File: config.mk
export PLATFORM = sky130hd
export DESIGN_NAME = rsrc_ctrl
export DESIGN_NICKNAME = d
export VERILOG_FILES = /design/src/rsrc_pkg.sv /design/src/rsrc_pin_filter.sv /design/src/rsrc_ctrl.sv
export SDC_FILE = /design/constraint.sdc
export NUM_CORES = 1
export LEC_CHECK = 0
export ABC_CLOCK_PERIOD_IN_PS = 2800
export BUFFER_PORTS_ARGS = -buffer_cell sky130_fd_sc_hd__buf_2
export CORE_MARGIN = 3
export CORE_UTILIZATION = 53
export CTS_CLUSTER_SIZE = 12
export DETAILED_ROUTE_END_ITERATION = 7
export PLACE_DENSITY = 0.81
export SYNTH_ARGS = -nofsm -noshare
export SYNTH_HDL_FRONTEND = slang
export SYNTH_SLANG_ARGS = --single-unit
File: constraint.sdc
create_clock -name pclk -period 2.8 [get_ports pclk]
set_input_delay 0.14 -clock pclk [delete_from_list [all_inputs] [get_ports pclk]]
set_output_delay 0.14 -clock pclk [all_outputs]
set_load 0.05 [all_outputs]
File: src/rsrc_pkg.sv
package rsrc_pkg;

    // ------------------------------------------------------------
    // Register map (byte addresses)
    // ------------------------------------------------------------
    localparam logic [7:0] OFF_CTRL   = 8'h00;
    localparam logic [7:0] OFF_CAUSE  = 8'h04;
    localparam logic [7:0] OFF_RECSRC = 8'h08;
    localparam logic [7:0] OFF_OSC    = 8'h0c;
    localparam logic [7:0] OFF_WDT    = 8'h10;
    localparam logic [7:0] OFF_PWR    = 8'h14;
    localparam logic [7:0] OFF_MODE   = 8'h18;

    // ------------------------------------------------------------
    // Field positions
    // ------------------------------------------------------------
    localparam int CTRL_DBG_RST = 0;
    localparam int CTRL_PIN_IND = 1;
    localparam int CAUSE_POR    = 7;
    localparam int CAUSE_STOP   = 6;
    localparam int CAUSE_WDT    = 5;
    localparam int CAUSE_PIN    = 4;
    localparam int CAUSE_BOD    = 3;
    localparam int OSC_XTAL_EN  = 0;
    localparam int OSC_XTAL_SEL = 1;
    localparam int OSC_WDOSC_EN = 2;
    localparam int WDT_EN       = 0;
    localparam int PWR_AMP_EN   = 0;

    // ------------------------------------------------------------
    // Reset values and timing counts
    // ------------------------------------------------------------
    localparam logic [7:0]  RECSRC_RST      = 8'h00;
    localparam logic [2:0]  OSC_RST         = 3'h0;
    localparam logic        WDT_EN_RST      = 1'b0;
    localparam int          PIN_LOW_SAMPLES = 4;
    localparam int          REC_XTAL_OFF    = 66;
    localparam int          REC_XTAL_ON     = 5000;
    localparam int          RST_DELAY       = 66;
    localparam logic [15:0] VEC_ADDR_HI     = 16'h0002;
    localparam logic [15:0] VEC_ADDR_LO     = 16'h0003;

    // ------------------------------------------------------------
    // Types
    // ------------------------------------------------------------
    typedef enum logic [5:0] {
        ST_RESET   = 6'h01,
        ST_FETCH   = 6'h02,
        ST_RUN     = 6'h04,
        ST_HALT    = 6'h08,
        ST_STOP    = 6'h10,
        ST_RECOVER = 6'h20
    } rsrc_state_t;

    typedef struct packed {
        logic pri_osc_run;
        logic ipo_run;
        logic sys_clk_run;
        logic cpu_run;
        logic wdt_osc_run;
        logic wdt_run;
        logic amp_run;
        logic bod_run;
        logic xtal_pins_en;
        logic pa_low_gpio;
        logic clk_sel_xtal;
    } rsrc_power_t;

    typedef struct packed {
        logic        pm_rd;
        logic [15:0] pm_addr;
        logic        pc_load;
        logic [15:0] pc_value;
    } rsrc_fetch_t;

endpackage : rsrc_pkg

File: src/rsrc_pin_filter.sv
`timescale 1ns/1ps

module rsrc_pin_filter #(
    parameter int SAMPLES = rsrc_pkg::PIN_LOW_SAMPLES
) (
    input  wire logic pclk,     // System clock
    input  wire logic presetn,  // Async reset, active low
    input  wire logic clk_en,   // Freezes state while low
    input  wire logic pin_in,   // Raw reset pin level
    output logic      pin_low   // Pin seen low long enough
);

    if (SAMPLES < 1 || SAMPLES > 15) begin : g_chk
        $error("rsrc_pin_filter: SAMPLES out of range");
    end

    typedef struct packed {
        logic       s1;
        logic       s2;
        logic [3:0] cnt;
        logic       low;
    } rsrc_filt_t;

    rsrc_filt_t r_reg;
    rsrc_filt_t r_next;

    // Two-stage synchroniser then a run-length count of low samples;
    // short glitches never reach the sequencer
    always_comb begin
        r_next = r_reg;
        r_next.s1 = pin_in;
        r_next.s2 = r_reg.s1;
        if (r_reg.s2) begin
            r_next.cnt = 4'h0;
            r_next.low = 1'b0;
        end else if (r_reg.cnt == 4'(SAMPLES - 1)) begin
            r_next.low = 1'b1;
        end else begin
            r_next.cnt = r_reg.cnt + 4'h1;
        end
    end

    // Idle level is high so a reset release reads as pin released
    always_ff @(posedge pclk or negedge presetn) begin
        if (!presetn) begin
            r_reg <= '{s1: 1'b1, s2: 1'b1, cnt: 4'h0, low: 1'b0};
        end else if (clk_en) begin
            r_reg <= r_next;
        end
    end

    assign pin_low = r_reg.low;

endmodule : rsrc_pin_filter

File: src/rsrc_ctrl.sv
// The APB register port and the address map were left to the implementer.
`timescale 1ns/1ps

module rsrc_ctrl #(
    parameter int REC_ON_CYC  = rsrc_pkg::REC_XTAL_ON,   // Recovery with crystal on
    parameter int REC_OFF_CYC = rsrc_pkg::REC_XTAL_OFF,  // Recovery with crystal off
    parameter int RST_CYC     = rsrc_pkg::RST_DELAY      // Internal reset delay
) (
    input  wire logic                  pclk,         // System clock, 25 MHz
    input  wire logic                  presetn,      // Async reset, active low
    input  wire logic                  clk_en,       // Clock enable
    input  wire logic                  psel,         // APB select
    input  wire logic                  penable,      // APB enable
    input  wire logic                  pwrite,       // APB direction
    input  wire logic [7:0]            paddr,        // APB byte address
    input  wire logic [31:0]           pwdata,       // APB write data
    output logic                       pready,       // APB ready
    output logic [31:0]                prdata,       // APB read data
    output logic                       pslverr,      // APB error
    input  wire logic                  rst_pin_in,   // Reset pin level
    output logic                       rst_pin_out,  // Reset pin drive value
    output logic                       rst_pin_oe,   // Reset pin output enable
    input  wire logic                  por_event,    // Power-on event pulse
    input  wire logic                  bod_event,    // Brownout event pulse
    input  wire logic                  wdt_event,    // Watchdog reset pulse
    input  wire logic                  bod_stop_opt, // Brownout-in-STOP option
    input  wire logic                  stop_exec,    // CPU stop instruction
    input  wire logic                  halt_exec,    // CPU halt instruction
    input  wire logic                  wake_irq,     // Interrupt ends HALT
    input  wire logic [7:0]            port_pins,    // Port pin levels
    input  wire logic                  ipo_tick,     // One oscillator cycle
    input  wire logic [7:0]            pm_data,      // Program memory byte
    output logic                       sys_rst_n,    // Chip reset, active low
    output logic                       dbg_rst_n,    // Debug unit reset
    output logic                       cpu_rst_n,    // CPU reset, active low
    output rsrc_pkg::rsrc_power_t      power,        // Power controls
    output rsrc_pkg::rsrc_fetch_t      fetch         // Vector fetch
);

    if (REC_ON_CYC < 1 || REC_ON_CYC > 8191 || REC_OFF_CYC < 1 || REC_OFF_CYC > 8191
        || RST_CYC < 1 || RST_CYC > 8191) begin : g_chk
        $error("rsrc_ctrl: count parameter out of range");
    end

    // ------------------------------------------------------------
    // State
    // ------------------------------------------------------------
    // Block state apart from the pin filter in one record, registered by a single process
    typedef struct packed {
        rsrc_pkg::rsrc_state_t st;
        logic [12:0]           cnt;
        logic                  drive;
        logic                  pin_echo;  // Pin still reads back our own pull
        logic                  dbg_keep;
        logic                  fetch_lo;
        logic [7:0]            vec_hi;
        logic                  dbg_req;
        logic                  pin_ind;
        logic [7:0]            rec_src;
        logic [2:0]            osc;
        logic                  wdt_en;
        logic                  amp_en;
        logic [7:0]            cause;
        logic [7:0]            pins_q;
        logic [31:0]           rdata;
        logic                  err;
        rsrc_pkg::rsrc_fetch_t fch;
    } rsrc_regs_t;

    rsrc_regs_t r_reg;
    rsrc_regs_t r_next;

    logic pin_low;
    logic pin_trig;
    logic int_evt;
    logic wr_acc;
    logic rd_acc;
    logic setup;

    // ------------------------------------------------------------
    // Helpers
    // ------------------------------------------------------------
    // Address decode for the error answer; the read mux decodes on its own
    function automatic logic rsrc_hit(input logic [7:0] a);
        rsrc_hit = (a == rsrc_pkg::OFF_CTRL) || (a == rsrc_pkg::OFF_CAUSE)
                || (a == rsrc_pkg::OFF_RECSRC) || (a == rsrc_pkg::OFF_OSC)
                || (a == rsrc_pkg::OFF_WDT) || (a == rsrc_pkg::OFF_PWR)
                || (a == rsrc_pkg::OFF_MODE);
    endfunction : rsrc_hit

    function automatic logic [31:0] rsrc_rd(input logic [7:0] a, input rsrc_regs_t r);
        logic [31:0] d;
        d = 32'h0000_0000;
        unique case (a)
            rsrc_pkg::OFF_CTRL:   d[1:0] = {r.pin_ind, r.dbg_req};
            rsrc_pkg::OFF_CAUSE:  d[7:0] = r.cause;
            rsrc_pkg::OFF_RECSRC: d[7:0] = r.rec_src;
            rsrc_pkg::OFF_OSC:    d[2:0] = r.osc;
            rsrc_pkg::OFF_WDT:    d[0]   = r.wdt_en;
            rsrc_pkg::OFF_PWR:    d[0]   = r.amp_en;
            rsrc_pkg::OFF_MODE:   d[5:0] = r.st;
            default:              d      = 32'h0000_0000;
        endcase
        rsrc_rd = d;
    endfunction : rsrc_rd

    // Recovery length picked from the crystal enable when STOP ends
    function automatic logic [12:0] rsrc_rec_len(input logic xtal);
        rsrc_rec_len = xtal ? 13'(REC_ON_CYC - 1) : 13'(REC_OFF_CYC - 1);
    endfunction : rsrc_rec_len

    // ------------------------------------------------------------
    // Reset pin filter
    // ------------------------------------------------------------
    // Debounced pin: a run of four low samples trips the sequencer
    rsrc_pin_filter #(
        .SAMPLES (rsrc_pkg::PIN_LOW_SAMPLES)
    ) u_filt (
        .pclk    (pclk),
        .presetn (presetn),
        .clk_en  (clk_en),
        .pin_in  (rst_pin_in),
        .pin_low (pin_low)
    );

    // ------------------------------------------------------------
    // Event terms
    // ------------------------------------------------------------
    // Our own indicator drive would read back as a pin reset, so it masks the trigger
    assign pin_trig = pin_low && !r_reg.pin_ind && !r_reg.drive && !r_reg.pin_echo;
    assign int_evt  = por_event || bod_event || wdt_event || r_reg.dbg_req;
    assign setup    = psel && !penable;
    assign wr_acc   = psel && penable && pwrite;
    assign rd_acc   = psel && penable && !pwrite;

    // ------------------------------------------------------------
    // Next state
    // ------------------------------------------------------------
    always_comb begin
        r_next = r_reg;
        r_next.fch.pc_load = 1'b0;
        r_next.fch.pm_rd = 1'b0;

        // The filter keeps reporting our own pull for a few cycles after it
        // ends; hold the mask until the filtered pin has gone high again
        r_next.pin_echo = r_reg.drive || r_reg.pin_ind
                       || (r_reg.pin_echo && pin_low);

        // Read data is captured in the setup phase, one wait-free access follows
        if (setup) begin
            r_next.rdata = rsrc_rd(paddr, r_reg);
            r_next.err = !rsrc_hit(paddr);
        end

        // Register writes
        if (wr_acc) begin
            unique case (paddr)
                rsrc_pkg::OFF_CTRL: begin
                    r_next.dbg_req = pwdata[rsrc_pkg::CTRL_DBG_RST];
                    r_next.pin_ind = pwdata[rsrc_pkg::CTRL_PIN_IND];
                end
                rsrc_pkg::OFF_RECSRC: r_next.rec_src = pwdata[7:0];
                rsrc_pkg::OFF_OSC:    r_next.osc = pwdata[2:0];
                rsrc_pkg::OFF_WDT:    r_next.wdt_en = pwdata[rsrc_pkg::WDT_EN];
                rsrc_pkg::OFF_PWR:    r_next.amp_en = pwdata[rsrc_pkg::PWR_AMP_EN];
                default: ;
            endcase
        end

        // Cause flags clear on read; sets below win over the clear
        if (rd_acc && paddr == rsrc_pkg::OFF_CAUSE) begin
            r_next.cause = r_reg.cause & ~r_reg.rdata[7:0];
        end
        if (por_event || r_reg.dbg_req) begin
            r_next.cause[rsrc_pkg::CAUSE_POR] = 1'b1;
        end
        if (bod_event) begin
            r_next.cause[rsrc_pkg::CAUSE_BOD] = 1'b1;
        end
        if (wdt_event) begin
            r_next.cause[rsrc_pkg::CAUSE_WDT] = 1'b1;
        end

        // Sequencer
        unique case (r_reg.st)
            rsrc_pkg::ST_RESET: begin
                r_next.dbg_req = 1'b0;
                if (r_reg.cnt != 13'h0000) begin
                    r_next.cnt = r_reg.cnt - 13'h0001;
                end else begin
                    r_next.drive = 1'b0;
                    if (!pin_low || r_reg.drive) begin
                        r_next.st = rsrc_pkg::ST_FETCH;
                        r_next.dbg_keep = 1'b0;
                        r_next.fetch_lo = 1'b0;
                        r_next.fch.pm_rd = 1'b1;
                        r_next.fch.pm_addr = rsrc_pkg::VEC_ADDR_HI;
                    end
                end
            end
            rsrc_pkg::ST_FETCH: begin
                // Memory answers one cycle after the read strobe
                if (!r_reg.fch.pm_rd && !r_reg.fetch_lo) begin
                    r_next.vec_hi = pm_data;
                    r_next.fetch_lo = 1'b1;
                    r_next.fch.pm_rd = 1'b1;
                    r_next.fch.pm_addr = rsrc_pkg::VEC_ADDR_LO;
                end else if (!r_reg.fch.pm_rd) begin
                    r_next.fch.pc_value = {r_reg.vec_hi, pm_data};
                    r_next.fch.pc_load = 1'b1;
                    r_next.st = rsrc_pkg::ST_RUN;
                end
            end
            rsrc_pkg::ST_RUN: begin
                if (stop_exec) begin
                    r_next.st = rsrc_pkg::ST_STOP;
                    r_next.pins_q = port_pins;
                end else if (halt_exec) begin
                    r_next.st = rsrc_pkg::ST_HALT;
                end
            end
            rsrc_pkg::ST_HALT: begin
                if (wake_irq) begin
                    r_next.st = rsrc_pkg::ST_RUN;
                end
            end
            rsrc_pkg::ST_STOP: begin
                r_next.pins_q = port_pins;
                if (|((port_pins ^ r_reg.pins_q) & r_reg.rec_src)) begin
                    r_next.st = rsrc_pkg::ST_RECOVER;
                    r_next.cnt = rsrc_rec_len(r_reg.osc[rsrc_pkg::OSC_XTAL_EN]);
                    r_next.cause[rsrc_pkg::CAUSE_STOP] = 1'b1;
                    // Only these two registers are reset on recovery
                    r_next.osc = rsrc_pkg::OSC_RST;
                    r_next.wdt_en = rsrc_pkg::WDT_EN_RST;
                end
            end
            rsrc_pkg::ST_RECOVER: begin
                if (ipo_tick) begin
                    if (r_reg.cnt == 13'h0000) begin
                        r_next.st = rsrc_pkg::ST_FETCH;
                        r_next.fetch_lo = 1'b0;
                        r_next.fch.pm_rd = 1'b1;
                        r_next.fch.pm_addr = rsrc_pkg::VEC_ADDR_HI;
                    end else begin
                        r_next.cnt = r_reg.cnt - 13'h0001;
                    end
                end
            end
        endcase

        // Resets pre-empt every state; internal sources also drive the pin
        if (int_evt) begin
            r_next.st = rsrc_pkg::ST_RESET;
            r_next.cnt = 13'(RST_CYC - 1);
            r_next.drive = 1'b1;
            r_next.dbg_keep = r_reg.dbg_req && !por_event && !bod_event && !wdt_event;
            r_next.rec_src = rsrc_pkg::RECSRC_RST;
            r_next.osc = rsrc_pkg::OSC_RST;
            r_next.wdt_en = rsrc_pkg::WDT_EN_RST;
            r_next.amp_en = 1'b0;
            r_next.pin_ind = 1'b0;
            // The request is used up by the reset that it starts
            r_next.dbg_req = 1'b0;
        end else if (pin_trig && r_reg.st != rsrc_pkg::ST_RESET) begin
            r_next.st = rsrc_pkg::ST_RESET;
            r_next.cnt = 13'h0000;
            r_next.cause[rsrc_pkg::CAUSE_PIN] = 1'b1;
            r_next.rec_src = rsrc_pkg::RECSRC_RST;
            r_next.osc = rsrc_pkg::OSC_RST;
            r_next.wdt_en = rsrc_pkg::WDT_EN_RST;
            r_next.amp_en = 1'b0;
        end
    end

    // ------------------------------------------------------------
    // State register
    // ------------------------------------------------------------
    // Runs on an always-on clock; the gated system clock is an output only
    always_ff @(posedge pclk or negedge presetn) begin
        if (!presetn) begin
            r_reg <= '{st: rsrc_pkg::ST_RESET, cause: 8'h80, default: '0};
        end else if (clk_en) begin
            r_reg <= r_next;
        end
    end

    // ------------------------------------------------------------
    // Outputs
    // ------------------------------------------------------------
    // No wait states: every access phase completes in one cycle
    assign pready      = 1'b1;
    assign prdata      = r_reg.rdata;
    assign pslverr     = psel && penable && r_reg.err;
    assign rst_pin_out = 1'b0;
    assign rst_pin_oe  = r_reg.drive || r_reg.pin_ind;
    assign sys_rst_n   = (r_reg.st != rsrc_pkg::ST_RESET);
    assign dbg_rst_n   = sys_rst_n || r_reg.dbg_keep;
    assign cpu_rst_n   = sys_rst_n && (r_reg.st != rsrc_pkg::ST_RECOVER);
    assign fetch       = r_reg.fch;

    // Power gating per mode
    always_comb begin
        logic stop;
        logic halt;
        stop = (r_reg.st == rsrc_pkg::ST_STOP);
        halt = (r_reg.st == rsrc_pkg::ST_HALT);
        power.pri_osc_run  = !stop && r_reg.osc[rsrc_pkg::OSC_XTAL_EN];
        power.ipo_run      = !stop;
        power.sys_clk_run  = !stop;
        power.cpu_run      = !stop && !halt && cpu_rst_n;
        power.wdt_osc_run  = r_reg.osc[rsrc_pkg::OSC_WDOSC_EN];
        power.wdt_run      = r_reg.wdt_en;
        power.amp_run      = r_reg.amp_en;
        power.bod_run      = !stop || bod_stop_opt;
        power.xtal_pins_en = !stop && r_reg.osc[rsrc_pkg::OSC_XTAL_EN];
        power.pa_low_gpio  = stop || !r_reg.osc[rsrc_pkg::OSC_XTAL_EN];
        power.clk_sel_xtal = r_reg.osc[rsrc_pkg::OSC_XTAL_SEL];
    end

endmodule : rsrc_ctrl

==> impl_metrics.tcl <==
set metrics [dict create \
    synthCells 555 \
    cts_root_buffer "clkbuf_8" \
    synthTopCellsByArea "dfrtp_1 (42%), buf_4 (10%), mux2_2 (5.3%), nand2_1 (3.2%), a21oi_1 (3.0%)" \
    hold_violations 0 \
    skew_ns 0.0117 \
    critPathKind "reg -> out" \
    initial_core_util 0.556 \
    yosysWarnings 0 \
    setup_violations 0 \
    cp-end-kind "output pin" \
    synth-main-ff-cell "dfrtp_1" \
    seq_area_frac_synth 0.442 \
    wirelength_um 12600 \
    crit_arrival_ns 2.46 \
    detail_route.iter0.violations 322 \
    tns_ns 0 \
    track_usage 0.219 \
    rr_worst_depth 7 \
    max_freq_mhz 384 \
    synth_edf_count 0 \
    nets 701 \
    diodes 0 \
    hp-start "pm_data[4]" \
    fin_crit_sh 0.929 \
    insertion_delay_ns 0.37 \
    critPathLaunchType "flop" \
    synth_most_common_cell "dfrtp_1" \
    die_h_um 108 \
    slowest_stage "or4_1" \
    largest_reg_flops 59 \
    cts_made_buffers 9 \
    outcome "finished clean" \
    path_cells "or4_1, nor3b_2, inv_1, buf_4, nand2_2, buf_2" \
    grt_overflow 0 \
    num_vias 4283 \
    worst_ir_drop_vdd_v 0.000328 \
    drv_cap 0 \
    ys_ff_latch 98 \
    clk_pin_slew_ns 0.09 \
    drc 0 \
    clk_path_buf_depth 2 \
    design_area_mm2 0.00609 \
    worstMarginPinSlew_ns 0.742 \
    r2r-start "r_reg[126]" \
    fin_total_pwr_uw 2970 \
    die_w_um 108 \
    port_buffers 90 \
    period_needed_ns 2.60 \
    syn_avg_cell_area_um2 10.0 \
    grt_first_pass_wirelength_um 20300 \
    netlist_area_mm2 0.00556 \
    rows 36 \
    rsz0062_at_grt "false" \
    vias_per_cell 5.61 \
    layout.cells.non_filler 764 \
    hp-class "in -> reg" \
    async_flop_share 1.00 \
    p_leak_uw 0.00296 \
    cp-startpoint "r_reg[128]" \
    synthTopCellsByCount "dfrtp_1 (94), buf_4 (74), nand2_1 (48)" \
    min_path_cells 2 \
    hold_buffers 7 \
    gp_congestion 0.943 \
    place_area_mm2 0.00582 \
    fillers 853 \
    antenna_found_initial 0 \
    syn_to_final_growth_pct 9.52 \
    ys_types 64 \
    grt_pass1_vias 4142 \
    cts.repair.resized 0 \
    drive_above_1_share 0.298 \
    postCtsSetupRepairBufs 0 \
    p_per_area_mw_per_mm2 487 \
    die-area_mm2 0.0118 \
    final_util 0.609 \
    synth_top_cell_by_area "dfrtp_1" \
    wire_per_inst_um 16.5 \
    cts_tree "built" \
    drt-pass1-iter-count 5 \
    crit_required_ns 2.66 \
    crit_fanout 9 \
    place_inst 742 \
    dp_hpwl_um 9530 \
    yosysTopAreaCellShare 0.423 \
    drtAntennaViolNets 0 \
    finalMaxSlewViolations 0 \
    htreeDepth 3 \
    slew_headroom 0.505 \
    grt_max_degree 60 \
    core_area_mm2 0.0100 \
    slowest_delay_ns 0.61 \
    io_pins 155 \
    numClockSinks 98 \
]
==> power by group <==
part	leakage (uW)	total, uW	switching [uW]	internal (uW)
Sequential	0.00130	1530	54.2	1480
Clock	0.0000992	941	503	438
Combinational	0.00156	493	349	144
Total	0.00296	2970	906	2060
==> per-stage QoR <==
stage | setup slack (ns) | hold WS (ns)
final | 0.199 | 0.0177
after floorplan | 0.0877 | -0.156
after detailed placement | 0.294 | 0.254
after global placement | 0.353 | 0.248
after CTS | 0.185 | 0.00274
after global routing | 0.0789 | 0.00538
==> layout make-up <==
| type | instances | area (um2) | share of cell area |
|---|---|---|---|
| timing repair buffer | 118 | 681 | 0.112 |
| clock buffer | 10 | 138 | 0.0226 |
| clock inverter | 5 | 60.1 | 0.00986 |
| tap | 133 | 166 | 0.0273 |
| inverter | 18 | 67.6 | 0.0111 |
| sequential | 98 | 2460 | 0.403 |
| multi-input combinational | 382 | 2520 | 0.414 |
==> routing by layer <==
| metal | vias to the layer above | track usage | share of wire |
|---|---|---|---|
| met4 | 0 | 0.0748 | 0.013 |
| li1 | 2023 | - | - |
| met2 | 150 | 0.352 | 0.49 |
| met1 | 2096 | 0.302 | 0.44 |
| met5 | - | 0 | 0 |
| met3 | 14 | 0.0340 | 0.059 |
==> cells by family after synthesis <==
family / share of synthesized area
AO/OA/AOI/OAI: 0.161
flip-flops: 0.442
AND/OR/NAND/NOR: 0.139
adder cells (fa/ha/maj): 0.00675
XOR/XNOR: 0.0157
multiplexers: 0.103
other: 0.00135
buffers and inverters: 0.131
==> layout by cell type (no fill, tap or decap), types with 8 or more instances in the layout <==
cell type   n
a22oi_1     9
nor2_1     23
mux2_4      9
xor2_1      9
mux2i_1    11
o2bb2ai_1   9
mux2_2     26
nor3_1     15
o21ai_0    26
a22o_1     10
dfrtp_1    94
inv_1      18
a21oi_1    33
buf_4      22
nand3_1     8
buf_2      89
clkbuf_8   10
nand2_1    47
conb_1     40
==> critical path: cells and delay by family, from the launching register on <==
kind | cells | cell delay (ns)
and+or+nand+nor | 3 | 0.92
buffers and inverters | 3 | 0.68
DFF | 1 | 0.50
==> path summary, 6_finish.rpt <==
kind / to / slack [ns]
worst max register to register: r_reg[95] / 0.24
worst min-delay path: fetch[4] / 0.02
worst max-delay path: power[1] / 0.20
worst min register to register: r_reg[76] / 0.48
min in group asynchronous: u_filt.r_reg[3] / 0.36
max in group asynchronous: r_reg[80] / 1.68
(Power assumes the default switching activity.)
